<file path="config.mk">
export PLATFORM = sky130hd
export DESIGN_NAME = cer_regs
export DESIGN_NICKNAME = d
export VERILOG_FILES = /design/src/cer_pkg.sv /design/src/cer_index_mem.sv /design/src/cer_regs.sv /design/src/cer_strobe_timer.sv
export VERILOG_INCLUDE_DIRS = /design/src
export SDC_FILE = /design/constraint.sdc
export NUM_CORES = 1
export LEC_CHECK = 0
export BUFFER_PORTS_ARGS = -buffer_cell sky130_fd_sc_hd__clkbuf_2
export CAP_MARGIN = 10
export CORE_UTILIZATION = 45
export CTS_BUF_LIST = sky130_fd_sc_hd__clkbuf_8 sky130_fd_sc_hd__clkbuf_16
export CTS_CLUSTER_DIAMETER = 80
export CTS_CLUSTER_SIZE = 30
export DETAILED_ROUTE_END_ITERATION = 7
export PLACE_DENSITY_LB_ADDON = 0.08
export SLEW_MARGIN = 20
export SYNTH_ARGS = -nofsm -noshare
export SYNTH_HDL_FRONTEND = slang
export SYNTH_SLANG_ARGS = --single-unit
export TNS_END_PERCENT = 20
</file>
<file path="constraint.sdc">
create_clock -name pclk -period 4.5 [get_ports pclk]
set_clock_uncertainty 0.15 [all_clocks]
set_input_delay 0.45 -clock pclk [delete_from_list [all_inputs] [get_ports pclk]]
set_output_delay 0.45 -clock pclk [all_outputs]
set_load 0.02 [all_outputs]
</file>
<file path="src/cer_defs.svh">
// offsets, field positions, reset values and timing counts of the camera effect register bank
`ifndef CER_DEFS_SVH
`define CER_DEFS_SVH

// register indices; byte address is four times the index
`define CER_IDX_EFFECT   8'h79
`define CER_IDX_EEPROM   8'h80
`define CER_IDX_STROBE_ACTIVE_TIME_LO  8'h94
`define CER_IDX_STROBE_ACTIVE_TIME_MID 8'h95
`define CER_IDX_STROBE_ACTIVE_TIME_HI  8'h96
`define CER_IDX_PDC_MODE 8'hA0
`define CER_IDX_PDC_SEL  8'hA1
`define CER_IDX_WX_LO    8'hA2
`define CER_IDX_WX_HI    8'hA3
`define CER_IDX_WY_LO    8'hA4
`define CER_IDX_WY_HI    8'hA5
`define CER_IDX_RX_LO    8'hA6
`define CER_IDX_RX_HI    8'hA7
`define CER_IDX_RY_LO    8'hA8
`define CER_IDX_RY_HI    8'hA9

// field positions
`define CER_EFF_NEG      7
`define CER_E2P_WREN     0
`define CER_E2P_SYNC     1
`define CER_PDC_WRIDX    7
`define CER_PDC_RDIDX    6
`define CER_PDC_SAVE     5
`define CER_PDC_SHOW     1
`define CER_PDC_EN       0
`define CER_EFF_MAXCODE  6'h0B

// reset values
`define CER_RST_EFFECT   8'h00
`define CER_RST_EEPROM   2'h0
`define CER_RST_STROBE_ACTIVE_TIME     24'h000000
`define CER_RST_PDC      8'h00
`define CER_LAST_INDEX   4'hF

// timing: one microsecond in clock cycles of the 10 ns clock
`define CER_CLK_NS       10
`define CER_US_NS        1000
`define CER_CYC_PER_US   (`CER_US_NS / `CER_CLK_NS)

`endif

</file>
<file path="src/cer_pkg.sv">
// types shared by the camera effect register bank and its helpers
package cer_pkg;

  // apb request from the master
  typedef struct packed {
    logic        psel;
    logic        penable;
    logic        pwrite;
    logic [11:0] paddr;
    logic [31:0] pwdata;
  } cer_apb_req_t;

  // apb answer to the master
  typedef struct packed {
    logic [31:0] prdata;
    logic        pready;
    logic        pslverr;
  } cer_apb_rsp_t;

  // one pixel of video
  typedef struct packed {
    logic        valid;
    logic [11:0] data;
  } cer_pix_t;

  // one defect coordinate pair
  typedef struct packed {
    logic [15:0] x;
    logic [15:0] y;
  } cer_coord_t;

  // one index record offered to the eeprom writer
  typedef struct packed {
    logic       valid;
    logic [3:0] index;
    cer_coord_t coord;
  } cer_save_t;

  // index transfer sequencer
  typedef enum logic [5:0] {
    CER_IDLE   = 6'b000001,
    CER_WR     = 6'b000010,
    CER_RD     = 6'b000100,
    CER_RD_LD  = 6'b001000,
    CER_SV_RD  = 6'b010000,
    CER_SV_OUT = 6'b100000
  } cer_seq_t;

  // whole state of the register bank
  typedef struct packed {
    logic [7:0]  effect;
    logic [1:0]  e2p;
    logic [23:0] strobe_active_time;
    logic [7:0]  pdc;
    logic [3:0]  idx;
    cer_coord_t  wr;
    cer_coord_t  rd;
    cer_seq_t    seq;
    logic [3:0]  cnt;
    logic [31:0] prdata;
    logic        pslverr;
    logic        load_ack;
    cer_pix_t    pix;
  } cer_state_t;

  // whole state of the strobe timer
  typedef struct packed {
    logic        sync1;
    logic        sync2;
    logic        prev;
    logic [6:0]  pre;
    logic [23:0] left;
    logic        strobe;
  } cer_strobe_active_time_state_t;

endpackage

</file>
<file path="src/cer_index_mem.sv">
// sixteen-entry store of defect coordinates with registered read data
`timescale 1ns/1ns
`default_nettype none

module cer_index_mem #(
  parameter int DEPTH = 16
) (
  // clock
  input  wire logic                pclk,
  // write port
  input  wire logic                we,
  input  wire logic [3:0]          waddr,
  input  wire cer_pkg::cer_coord_t wdata,
  // read port
  input  wire logic [3:0]          raddr,
  output cer_pkg::cer_coord_t      rdata
);
  import cer_pkg::*;

  cer_coord_t mem [DEPTH];

  // no reset on the array: contents are only meaningful once written
  always_ff @(posedge pclk) begin
    if (we) begin
      mem[waddr] <= wdata;
    end
    rdata <= mem[raddr];
  end

endmodule
`default_nettype wire

</file>
<file path="src/cer_regs.sv">
// camera effect, eeprom control, strobe time and defect index register bank
`timescale 1ns/1ns
`default_nettype none
`include "cer_defs.svh"

module cer_regs (
  // clock and reset
  input  wire logic                 pclk,
  input  wire logic                 presetn,
  // apb slave
  input  wire cer_pkg::cer_apb_req_t apb_req,
  output cer_pkg::cer_apb_rsp_t     apb_rsp,
  // video in and out
  input  wire cer_pkg::cer_pix_t    pix_in,
  output cer_pkg::cer_pix_t         pix_out,
  // defect correction controls
  output logic                      pdc_enable,
  output logic                      pdc_marker_show,
  // eeprom side
  output logic                      ee_write_en,
  output logic                      ee_sync_en,
  input  wire logic                 ee_load_req,
  output logic                      ee_load_ack,
  output cer_pkg::cer_save_t        ee_save,
  input  wire logic                 ee_save_ready,
  // strobe
  input  wire logic                 strobe_trig,
  output logic                      strobe
);
  import cer_pkg::*;

  cer_state_t s_reg;
  cer_state_t s_next;
  cer_coord_t mem_rdata;
  logic       mem_we;
  logic [3:0] mem_raddr;
  logic       setup;
  logic       access;
  logic       busy;
  logic       hit;
  logic [7:0] idx;
  logic [7:0] wbyte;
  logic       e2p_wr;

  // split an apb byte address into a register index; misaligned or high
  // addresses are unmapped
  // the hit flag rides above the index so one call feeds both
  function automatic logic [8:0] decode(input logic [11:0] a);
    logic [7:0] i;
    logic       ok;
    i = a[9:2];
    ok = (a[1:0] == 2'b00) && (a[11:10] == 2'b00);
    case (i)
      `CER_IDX_EFFECT, `CER_IDX_EEPROM, `CER_IDX_STROBE_ACTIVE_TIME_LO, `CER_IDX_STROBE_ACTIVE_TIME_MID,
      `CER_IDX_STROBE_ACTIVE_TIME_HI, `CER_IDX_PDC_MODE, `CER_IDX_PDC_SEL, `CER_IDX_WX_LO,
      `CER_IDX_WX_HI, `CER_IDX_WY_LO, `CER_IDX_WY_HI, `CER_IDX_RX_LO,
      `CER_IDX_RX_HI, `CER_IDX_RY_LO, `CER_IDX_RY_HI: begin
        decode = {ok, i};
      end
      default: begin
        decode = {1'b0, i};
      end
    endcase
  endfunction

  // read value of one register; narrow registers sit in the low bits
  function automatic logic [7:0] read_reg(input cer_state_t s, input logic [7:0] i);
    case (i)
      `CER_IDX_EFFECT:   read_reg = {s.effect[7], 1'b0, s.effect[5:0]};
      `CER_IDX_EEPROM:   read_reg = {6'h00, s.e2p};
      `CER_IDX_STROBE_ACTIVE_TIME_LO:  read_reg = s.strobe_active_time[7:0];
      `CER_IDX_STROBE_ACTIVE_TIME_MID: read_reg = s.strobe_active_time[15:8];
      `CER_IDX_STROBE_ACTIVE_TIME_HI:  read_reg = s.strobe_active_time[23:16];
      `CER_IDX_PDC_MODE: read_reg = {s.pdc[7:5], 3'b000, s.pdc[1:0]};
      `CER_IDX_PDC_SEL:  read_reg = {4'h0, s.idx};
      `CER_IDX_WX_LO:    read_reg = s.wr.x[7:0];
      `CER_IDX_WX_HI:    read_reg = s.wr.x[15:8];
      `CER_IDX_WY_LO:    read_reg = s.wr.y[7:0];
      `CER_IDX_WY_HI:    read_reg = s.wr.y[15:8];
      `CER_IDX_RX_LO:    read_reg = s.rd.x[7:0];
      `CER_IDX_RX_HI:    read_reg = s.rd.x[15:8];
      `CER_IDX_RY_LO:    read_reg = s.rd.y[7:0];
      `CER_IDX_RY_HI:    read_reg = s.rd.y[15:8];
      default:           read_reg = 8'h00;
    endcase
  endfunction

  // gradation cut and polarity of one pixel
  function automatic logic [11:0] effect_pix(input logic [11:0] d, input logic [7:0] e);
    logic [11:0] v;
    v = d;
    // codes 0CH and up are prohibited and simply pass unchanged
    if (e[5:0] != 6'h00 && e[5:0] <= `CER_EFF_MAXCODE) begin
      v = d & (12'hFFF << e[3:0]);
    end
    if (e[`CER_EFF_NEG]) begin
      v = ~v;
    end
    effect_pix = v;
  endfunction

  // apb phase decode shared by reads and writes
  assign setup  = apb_req.psel && !apb_req.penable;
  assign access = apb_req.psel && apb_req.penable;
  assign {hit, idx} = decode(apb_req.paddr);
  assign wbyte  = apb_req.pwdata[7:0];
  assign busy   = (s_reg.seq != CER_IDLE);

  // host write to the eeprom control register; its set wins over a self-clear
  assign e2p_wr = access && apb_req.pwrite && hit && (idx == `CER_IDX_EEPROM);

  // memory ports follow the sequencer
  assign mem_we    = (s_reg.seq == CER_WR);
  assign mem_raddr = (s_reg.seq == CER_SV_RD || s_reg.seq == CER_SV_OUT) ? s_reg.cnt : s_reg.idx;

  // next state of the whole bank
  always_comb begin
    s_next          = s_reg;
    s_next.load_ack = 1'b0;

    // read data and error are captured in the setup cycle so the access
    // phase can finish with no wait state
    if (setup) begin
      s_next.prdata  = {24'h000000, read_reg(s_reg, idx)};
      s_next.pslverr = !hit;
    end

    // register writes at the access edge
    // unmapped or read-only places change nothing
    if (access && apb_req.pwrite && hit) begin
      case (idx)
        `CER_IDX_EFFECT: begin
          s_next.effect = {wbyte[7], 1'b0, wbyte[5:0]};
        end
        `CER_IDX_EEPROM: begin
          s_next.e2p = wbyte[1:0];
        end
        `CER_IDX_STROBE_ACTIVE_TIME_LO: begin
          s_next.strobe_active_time[7:0] = wbyte;
        end
        `CER_IDX_STROBE_ACTIVE_TIME_MID: begin
          s_next.strobe_active_time[15:8] = wbyte;
        end
        `CER_IDX_STROBE_ACTIVE_TIME_HI: begin
          s_next.strobe_active_time[23:16] = wbyte;
        end
        `CER_IDX_PDC_MODE: begin
          s_next.pdc[1:0] = wbyte[1:0];
          // one trigger at a time, highest bit first; none while busy
          // a trigger written while busy is lost, not queued
          if (!busy) begin
            if (wbyte[`CER_PDC_WRIDX]) begin
              s_next.pdc[`CER_PDC_WRIDX] = 1'b1;
              s_next.seq = CER_WR;
            end else if (wbyte[`CER_PDC_RDIDX]) begin
              s_next.pdc[`CER_PDC_RDIDX] = 1'b1;
              s_next.seq = CER_RD;
            end else if (wbyte[`CER_PDC_SAVE] && s_reg.e2p[`CER_E2P_WREN]) begin
              s_next.pdc[`CER_PDC_SAVE] = 1'b1;
              s_next.cnt = 4'h0;
              s_next.seq = CER_SV_RD;
            end
          end
        end
        `CER_IDX_PDC_SEL: begin
          // upper bits are dropped and read back as zero
          s_next.idx = wbyte[3:0];
        end
        `CER_IDX_WX_LO: begin
          s_next.wr.x[7:0] = wbyte;
        end
        `CER_IDX_WX_HI: begin
          s_next.wr.x[15:8] = wbyte;
        end
        `CER_IDX_WY_LO: begin
          s_next.wr.y[7:0] = wbyte;
        end
        `CER_IDX_WY_HI: begin
          s_next.wr.y[15:8] = wbyte;
        end
        default: begin
          s_next.e2p = s_next.e2p;             // read coordinates are read-only
        end
      endcase
    end

    // eeprom update is only acknowledged while accepted; the bit then
    // clears itself, so every update needs a fresh permission
    if (ee_load_req && s_reg.e2p[`CER_E2P_SYNC]) begin
      s_next.load_ack            = 1'b1;
      if (!e2p_wr) begin
        s_next.e2p[`CER_E2P_SYNC] = 1'b0;
      end
    end

    // index transfer sequencer; self-clear comes after any host write above
    case (s_reg.seq)
      CER_IDLE: begin
        s_next.cnt = s_next.cnt;
      end
      // the store takes the write coordinates at this edge
      CER_WR: begin
        s_next.pdc[`CER_PDC_WRIDX] = 1'b0;
        s_next.seq = CER_IDLE;
      end
      // read data of the store is registered: wait one cycle
      CER_RD: begin
        s_next.seq = CER_RD_LD;
      end
      // read data now stands; load it into the read coordinates
      CER_RD_LD: begin
        s_next.rd = mem_rdata;
        s_next.pdc[`CER_PDC_RDIDX] = 1'b0;
        s_next.seq = CER_IDLE;
      end
      // fetch the next record; the registered read needs this cycle
      CER_SV_RD: begin
        s_next.seq = CER_SV_OUT;
      end
      // hold the record until the eeprom writer takes it
      CER_SV_OUT: begin
        if (ee_save_ready) begin
          if (s_reg.cnt == `CER_LAST_INDEX) begin
            s_next.pdc[`CER_PDC_SAVE] = 1'b0;
            if (!e2p_wr) begin
              s_next.e2p[`CER_E2P_WREN] = 1'b0;
            end
            s_next.seq = CER_IDLE;
          end else begin
            s_next.cnt = s_reg.cnt + 4'h1;
            s_next.seq = CER_SV_RD;
          end
        end
      end
      default: begin
        s_next.seq = CER_IDLE;
      end
    endcase

    // video path: one cycle of latency
    s_next.pix.valid = pix_in.valid;
    s_next.pix.data  = effect_pix(pix_in.data, s_reg.effect);
  end

  // all bank state, reset to the initial register values
  // the coordinate store is left out: it needs no reset
  always_ff @(posedge pclk or negedge presetn) begin
    if (!presetn) begin
      s_reg        <= '0;
      s_reg.effect <= `CER_RST_EFFECT;
      s_reg.e2p    <= `CER_RST_EEPROM;
      s_reg.strobe_active_time   <= `CER_RST_STROBE_ACTIVE_TIME;
      s_reg.pdc    <= `CER_RST_PDC;
      s_reg.seq    <= CER_IDLE;
    end else begin
      s_reg <= s_next;
    end
  end

  // coordinate store
  cer_index_mem #(
    .DEPTH (16)
  ) u_mem (
    .pclk  (pclk),
    .we    (mem_we),
    .waddr (s_reg.idx),
    .wdata (s_reg.wr),
    .raddr (mem_raddr),
    .rdata (mem_rdata)
  );

  // strobe pulse timing
  cer_strobe_timer #(
    .CYC_PER_US (`CER_CYC_PER_US)
  ) u_strobe (
    .pclk      (pclk),
    .presetn   (presetn),
    .trig_pin  (strobe_trig),
    .active_us (s_reg.strobe_active_time),
    .strobe    (strobe)
  );

  // outputs
  assign apb_rsp.prdata  = s_reg.prdata;
  assign apb_rsp.pready  = 1'b1;           // zero wait states
  assign apb_rsp.pslverr = access && s_reg.pslverr;

  // video and control levels straight from the bank registers
  assign pix_out         = s_reg.pix;
  assign pdc_enable      = s_reg.pdc[`CER_PDC_EN];
  assign pdc_marker_show = s_reg.pdc[`CER_PDC_SHOW];
  assign ee_write_en     = s_reg.e2p[`CER_E2P_WREN];
  assign ee_sync_en      = s_reg.e2p[`CER_E2P_SYNC];
  assign ee_load_ack     = s_reg.load_ack;

  // save stream: valid decoded from the state, record from flops
  assign ee_save.valid   = (s_reg.seq == CER_SV_OUT);
  assign ee_save.index   = s_reg.cnt;
  assign ee_save.coord   = mem_rdata;

endmodule
`default_nettype wire

</file>
<file path="src/cer_strobe_timer.sv">
// strobe pulse generator counting whole microseconds
`timescale 1ns/1ns
`default_nettype none
`include "cer_defs.svh"

module cer_strobe_timer #(
  parameter int CYC_PER_US = `CER_CYC_PER_US
) (
  // clock and reset
  input  wire logic        pclk,
  input  wire logic        presetn,
  // trigger pin and programmed time
  input  wire logic        trig_pin,
  input  wire logic [23:0] active_us,
  // strobe output
  output logic             strobe
);
  import cer_pkg::*;

  localparam logic [6:0] PRE_LAST = 7'(CYC_PER_US - 1);

  cer_strobe_active_time_state_t s_reg;
  cer_strobe_active_time_state_t s_next;

  // sync the pin, then time the pulse; a retrigger during a pulse is ignored
  always_comb begin
    s_next       = s_reg;
    s_next.sync1 = trig_pin;
    s_next.sync2 = s_reg.sync1;
    s_next.prev  = s_reg.sync2;
    if (s_reg.left != 24'h000000) begin
      if (s_reg.pre == 7'h00) begin
        s_next.pre  = PRE_LAST;
        s_next.left = s_reg.left - 24'h000001;
      end else begin
        s_next.pre = s_reg.pre - 7'h01;
      end
    end else if (s_reg.sync2 && !s_reg.prev) begin
      s_next.left = active_us;
      s_next.pre  = PRE_LAST;
    end
    s_next.strobe = (s_next.left != 24'h000000);
  end

  always_ff @(posedge pclk or negedge presetn) begin
    if (!presetn) begin
      s_reg <= '0;
    end else begin
      s_reg <= s_next;
    end
  end

  assign strobe = s_reg.strobe;

endmodule
`default_nettype wire
</file>
==> results.ini, run 1 <==
[cts]
insertion_delay_ps = 600
cts_root_buf = clkbuf_16
numCtsBuffers = 35
cts_setup_buffers = 0
cts_hold_buf = 17
clock_sinks = 718
clock_path_buffers = 3
ctsResizeCount = 0
htreeDepth = 2
tritoncts = done
clk_pin_slew_ps = 100

[worst_hold_path]
min_path_cells = 4
hold_class = input port to flop
hold_start = apb_req[42]
hold_path_end = s_reg[14]

[route]
wl_per_cell_um = 27.0
viasPerCell = 5.83
drcViolationCount = 0
drtAntennaViolNets = 0
dr.pass1.iters = 5
drtIter0Drc = 1390
routed_wl_um = 71500
vias = 15400

[sta]
rsz0062_at_grt = false
min_period_over_period_pct = 83.6
fmax_ghz = 0.266
slew_headroom_pct = 34.6
finalSetupTns_ps = 0
hold_viol = 0
tightestPinTransition_ps = 979
finalCriticalPeriod_ps = 3760
finalSetupViolCount = 0
maxSlewViolCount = 0

[grt]
grt_pass1_wl_um = 105000
grt_usage_pct = 22.5
antenna_found_initial = 1
grt_max_degree = 122
overflow = 0
grt_pass1_vias = 15500

[critical_path]
cp.required_ps = 4810
critPathMaxFanout = 6
worst-setup-path-type = flop to flop
r2r-end = u_strobe.strobe
rr_startpoint = u_strobe.s_reg[25]
start_kind = flop
reg2reg_depth = 10
crit_arrival_ps = 4070
end_kind = flop
rrSetupSlack_ps = 740

[synth]
yosysSeqAreaShare_pct = 71.1
yosys.area_share.adder_pct = 0.175
synth-simple-area-share_pct = 5.44
yosysUniqueCellTypes = 66
yosys_warnings = 0
synth_area_um2 = 28700
ys_async_sr_fraction_pct = 24.2
synth_compound_area_share_pct = 4.96
synth_cells = 1670
synth_xor_area_share_pct = 0.947
synth_edf_count = 512
synthMuxAreaShare_pct = 14.9
syn_area_per_cell_um2 = 17.2
synth_top_family_by_area = multiplexers
synth_flop_cell = edfxtp_1
synth-seq-cells = 718

[layout]
drive_gt1_share_pct = 26.7
final_common_cell = edfxtp_1
largest_reg_flops = 512
syn2layout_area_growth_pct = 10.7
finalNetCount = 1842
fin_area_um2 = 31700
fin_cells = 2644
n_antenna_cell = 0
final_cell_mix = edfxtp_1, dfrtp_1, mux4_2

[floorplanning]
die_area_um2 = 64700
die_h_um = 254
initial_utilization_pct = 45.5
die_w_um = 254
pin_count = 155
rows = 92
core_um2 = 63000

[power]
powerDensity_nw_per_um2 = 378
ir_drop_mv = 0.229
power_leakage_uw = 0.0102

[place]
dp.cells = 2564
portBuffers = 105
place_area_um2 = 30300
routabilityCongestion = 0.899
dpl.hpwl_um = 44400

[run_status]
status = completed

[run]
max_cap_violations = 0

-- worst max path at each step --
| stage | startpoint | end | slack, ps |
|---|---|---|---|
| CTS | u_strobe.s_reg[25] | u_strobe.strobe | 780 |
| finish | u_strobe.s_reg[25] | u_strobe.strobe | 740 |
| detailed placement | u_strobe.s_reg[25] | u_strobe.strobe | 800 |
| global route | u_strobe.s_reg[25] | u_strobe.strobe | 580 |
| floorplan | s_reg[54] | u_mem.mem[0][0] | 70 |
| global placement | u_strobe.s_reg[25] | u_strobe.strobe | 800 |
-- worst max-delay path: stages (launching register included) --
cell     delay, ps
dfrtp_1        390
inv_1          110
ha_1           240
or4b_2         670
nor3_1         560
nand4_1        290
xor2_1         210
a21oi_1        100
or4_1          500
nor3_1         290
nand4_1        130
-- synthesized netlist by cell type (5+ instances only) --
cell type    n  share of area, %
xor2_1      11              0.34
o21ai_0     45              0.79
a21oi_1     39              0.68
nand4_1     13              0.28
mux2i_1     20              0.70
a22oi_1     74               1.9
buf_1       19              0.25
nor2_1      66              0.86
inv_1        8              0.10
dfxtp_1     32               2.2
nand2_1     91               1.2
or4_1        8              0.21
a31oi_1      8              0.17
clkbuf_1    61              0.80
buf_4       50               1.3
a32oi_1      5              0.15
mux2_2     104               4.1
nor2b_1      7              0.15
and3_1       6              0.13
nor4_1      14              0.31
nand3_1     31              0.54
dfrtp_1    173                15
a221oi_1     9              0.27
o22ai_1      5              0.11
edfxtp_1   512                54
mux4_2     129                10
nand2b_1    12              0.26
nor3_1      24              0.42
or3_1       10              0.22
xnor2_1     20              0.61
-- metal layers --
| layer | wire, µm | track usage [%] | vias up |
|---|---|---|---|
| met3 | 3670 | 3.33 | 72 |
| met1 | 32700 | 32.7 | 8173 |
| met2 | 33900 | 36.0 | 438 |
| met4 | 1260 | 5.16 | 0 |
| li1 | - | - | 6725 |
| met5 | 0 | 0 | - |
-- where the power goes --
part | internal [µW] | switching (µW) | total, µW
logic | 282 | 430 | 712
clock network | 1790 | 2200 | 3990
registers | 7130 | 173 | 7300
total | 9200 | 2800 | 12000
-- cell type report --
type,instances,area [µm²]
fillers,5293,31200
multi-input cells,836,7840
repair buffers,174,1210
inverters,8,30.0
clock buffers,39,953
well taps,846,1060
clock inverters,23,284
flip-flops and latches,718,20400
-- per-stage QoR --
step,util [%],setup WS (ps),hold WS (ps),total power [µW]
2_1_floorplan,-,73.3,4.41,7920
3_3_place_gp,48.1,803,187,8120
3_5_place_dp,48.1,798,187,8130
4_1_cts,50.4,778,9.22,12100
5_1_grt,50.4,584,82.0,12400
6_report,50.4,738,51.9,12000
-- cell families after synthesis --
kind of cell    count (synthesis)
compound gates                213
xor+xnor                       31
fa+ha+maj                       4
buf+inv                       139
flops                         718
mux                           253
other cells                     2
simple gates                  310
Power figures use the tool's default switching activity.
==> run 2: changes to the inputs <==
--- a/config.mk
+++ b/config.mk
@@ -6,6 +6,7 @@
 export SDC_FILE = /design/constraint.sdc
 export NUM_CORES = 1
 export LEC_CHECK = 0
+export ABC_AREA = 1
 export BUFFER_PORTS_ARGS = -buffer_cell sky130_fd_sc_hd__clkbuf_2
 export CAP_MARGIN = 10
 export CORE_UTILIZATION = 45
==> constraint.sdc (replaced) <==
create_clock -name pclk -period 3.9 [get_ports pclk]
set_clock_uncertainty 0.15 [all_clocks]
set_input_delay 0.39 -clock pclk [delete_from_list [all_inputs] [get_ports pclk]]
set_output_delay 0.39 -clock pclk [all_outputs]
set_load 0.02 [all_outputs]
==> results.ini, run 2 <==
[layout]
drive_gt1_share_pct = 7.81  ; was 26.7%
multiInputGateArea_um2 = 8590  ; was 7840 µm²
ff_latch_area_um2 = 20400  ; unchanged
nFillCells = 6388  ; was 5293
fin_area_um2 = 35300  ; was 31700 µm²
final_common_cell = nand2_1  ; was edfxtp_1
syn2layout_area_growth_pct = 9.96  ; was 10.7%
final_cell_mix = nand2_1, inv_1, edfxtp_1  ; was edfxtp_1, dfrtp_1, mux4_2
largest_reg_flops = 512  ; unchanged
finalNetCount = 3547  ; was 1842
n_antenna_cell = 0  ; unchanged
fin_util_pct = 50.2  ; was 50.4%

[synth]
syn_area_per_cell_um2 = 9.39  ; was 17.2 µm²
ys_top_cells_by_area = edfxtp_1, dfrtp_1, nand2_1  ; was edfxtp_1, dfrtp_1, mux4_2
yosysMostFrequentCell = nand2_1  ; was edfxtp_1
synth_flop_cell = edfxtp_1  ; unchanged
synth-simple-area-share_pct = 21.9  ; was 5.44%
yosys.area.top_type = edfxtp_1  ; unchanged
synth_area_um2 = 32100  ; was 28700 µm²
synthMuxAreaShare_pct = 0  ; was 14.9%
yosys_warnings = 0  ; unchanged
synth_top_family_by_area = simple AND/OR/NAND/NOR gates  ; was multiplexers
ys_async_sr_fraction_pct = 24.2  ; unchanged
synth_edf_count = 512  ; unchanged
synth_common_cells = nand2_1, inv_1, edfxtp_1  ; was edfxtp_1, dfrtp_1, mux4_2
yosys.area_share.adder_pct = 0.156  ; was 0.175%
synth_xor_area_share_pct = 0.437  ; was 0.947%
synth_compound_area_share_pct = 3.44  ; was 4.96%
synth-seq-cells = 718  ; unchanged
yosysUniqueCellTypes = 41  ; was 66
synth_top_area_share_pct = 47.9  ; was 53.6%
synth_cells = 3419  ; was 1670
yosysSeqAreaShare_pct = 63.5  ; was 71.1%

[worst_hold_path]
hold_start = apb_req[46]  ; was apb_req[42]
hold_class = input port to flop  ; unchanged

[grt]
antenna_found_initial = 0  ; was 1
grt_pass1_vias = 21400  ; was 15.5k
grt_usage_pct = 24.7  ; was 22.5%
grt_max_degree = 99  ; was 122
grt_pass1_wl_um = 132000  ; was 105000 µm
overflow = 0  ; unchanged

[critical_path]
reg2reg_depth = 12  ; was 10
r2r-end = u_mem.rdata[31]  ; was u_strobe.strobe
rr_startpoint = s_reg[51]  ; was u_strobe.s_reg[25]
crit_end = u_mem.rdata[31]  ; was u_strobe.strobe
worst-setup-path-type = flop to flop  ; unchanged
start_kind = flop  ; unchanged
rrSetupSlack_ps = 700  ; was 740 ps
cp.required_ps = 4270  ; was 4810 ps
critPathMaxFanout = 84  ; was 6
crit_arrival_ps = 3580  ; was 4070 ps
end_kind = flop  ; unchanged
startpoint = s_reg[51]  ; was u_strobe.s_reg[25]

[route]
viasPerCell = 5.14  ; was 5.83
wl_per_cell_um = 19.9  ; was 27.0 µm
routed_wl_um = 88600  ; was 71500 µm
drtAntennaViolNets = 0  ; unchanged
vias = 22900  ; was 15.4k
drcViolationCount = 0  ; unchanged
dr.pass1.iters = 6  ; was 5
drtIter0Drc = 2071  ; was 1390

[sta]
finalSetupViolCount = 0  ; unchanged
tightestPinTransition_ps = 897  ; was 979 ps
min_period_over_period_pct = 82.1  ; was 83.6%
maxSlewViolCount = 0  ; unchanged
finalSetupTns_ps = 0  ; unchanged
rsz0062_at_grt = false  ; unchanged
fmax_ghz = 0.312  ; was 0.266 GHz
postLayoutSetupSlackWorst_ps = 696  ; was 738 ps
hold_viol = 0  ; unchanged
slew_headroom_pct = 40.0  ; was 34.6%
finalCriticalPeriod_ps = 3200  ; was 3760 ps

[cts]
clock_path_buffers = 3  ; unchanged
htreeDepth = 2  ; unchanged
cts_hold_buf = 18  ; was 17
ctsResizeCount = 0  ; unchanged
insertion_delay_ps = 620  ; was 600 ps
numCtsBuffers = 38  ; was 35
clock_sinks = 718  ; unchanged
cts_root_buf = clkbuf_16  ; unchanged
cts_setup_buffers = 0  ; unchanged
tritoncts = done  ; unchanged
clk_pin_slew_ps = 110  ; was 100 ps

[run_status]
status = completed  ; unchanged

[floorplanning]
initial_utilization_pct = 45.7  ; was 45.5%
die_area_um2 = 72400  ; was 64700 µm²
pin_count = 155  ; unchanged
die_w_um = 269  ; was 254 µm
core_um2 = 70300  ; was 63000 µm²
rows = 97  ; was 92
die_h_um = 269  ; was 254 µm

[place]
post-place-ws_ps = 540  ; was 798 ps
place_area_um2 = 33700  ; was 30300 µm²
dpl.hpwl_um = 52800  ; was 44400 µm
routabilityCongestion = 0.875  ; was 0.899
portBuffers = 105  ; unchanged

[power]
power_leakage_uw = 0.0158  ; was 0.0102 µW
power_uw = 13800  ; was 12000 µW
ir_drop_mv = 0.345  ; was 0.229 mV
powerDensity_nw_per_um2 = 390  ; was 378 nW/µm²

[run]
max_cap_violations = 0  ; unchanged

-- run 2: how the worst min path moves through the flow --
| stage | endpoint | slack (ps) | cells after the start |
|---|---|---|---|
| final | apb_rsp[2] | 50 | 5 |
| after global routing | s_reg[117] | 60 | 3 |
| after floorplan | apb_rsp[2] | -60 | 0 |
| after global placement | u_strobe.s_next[32] | 190 | 0 |
| after detailed placement | u_strobe.s_next[32] | 190 | 0 |
| after CTS | apb_rsp[2] | 20 | 5 |
-- run 2: power by group --
| part | switching, µW | internal (µW) |
|---|---|---|
| Combinational | 412 | 200 |
| Sequential | 88.7 | 8170 |
| Clock | 2780 | 2110 |
-- run 2: cell families after synthesis --
kind of cell               Yosys count
and+or+nand+nor                   1655
buffers and inverters              821
DFF                                718
AOI/OAI and AO/OA                  203
xor gates and xnor gates            16
adders and majority gates            4
other                                2
-- run 2: area by class of cell --
cell class                      instances  area share (%)
Tap cell                              940            3.33
Inverter                              633            6.74
Timing Repair Buffer                  184            3.99
Clock inverter                         27           0.953
Sequential cell                       718            57.7
Multi-Input combinational cell       1903            24.3
Clock buffer                           42            2.95
-- run 2: metal layers --
metal  vias to the layer above  part of all wire [%]  global-route usage (%)  wire length (µm)
met3                       105                   5.9                    3.19              5240
met2                       613                    48                    40.6             42100
met5                         -                     0                       0                 0
li1                      10900                     -                       -                 -
met4                         0                   2.4                    6.34              2170
met1                     11200                    44                    34.5             39100
-- run 2: metrics by stage --
step | hold slack (ps) | cells
after floorplan | -55.6 | 3442
after global placement | 186 | 4360
after detailed placement | 194 | 4360
after CTS | 18.0 | 4447
after global routing | 63.2 | 4447
final | 51.5 | 4447
-- run 2: critical path, cell delays in order (launching register included) --
cell and delay (ps):
dfstp_2 570, inv_1 40, nand2_1 110, nor2_1 80
nand3_1 110, nand2_1 390, o21ai_4 720, buf_12 420
nand2_1 100, nand3_1 130, nand3_1 80, nand3_1 90
nand2_1 80
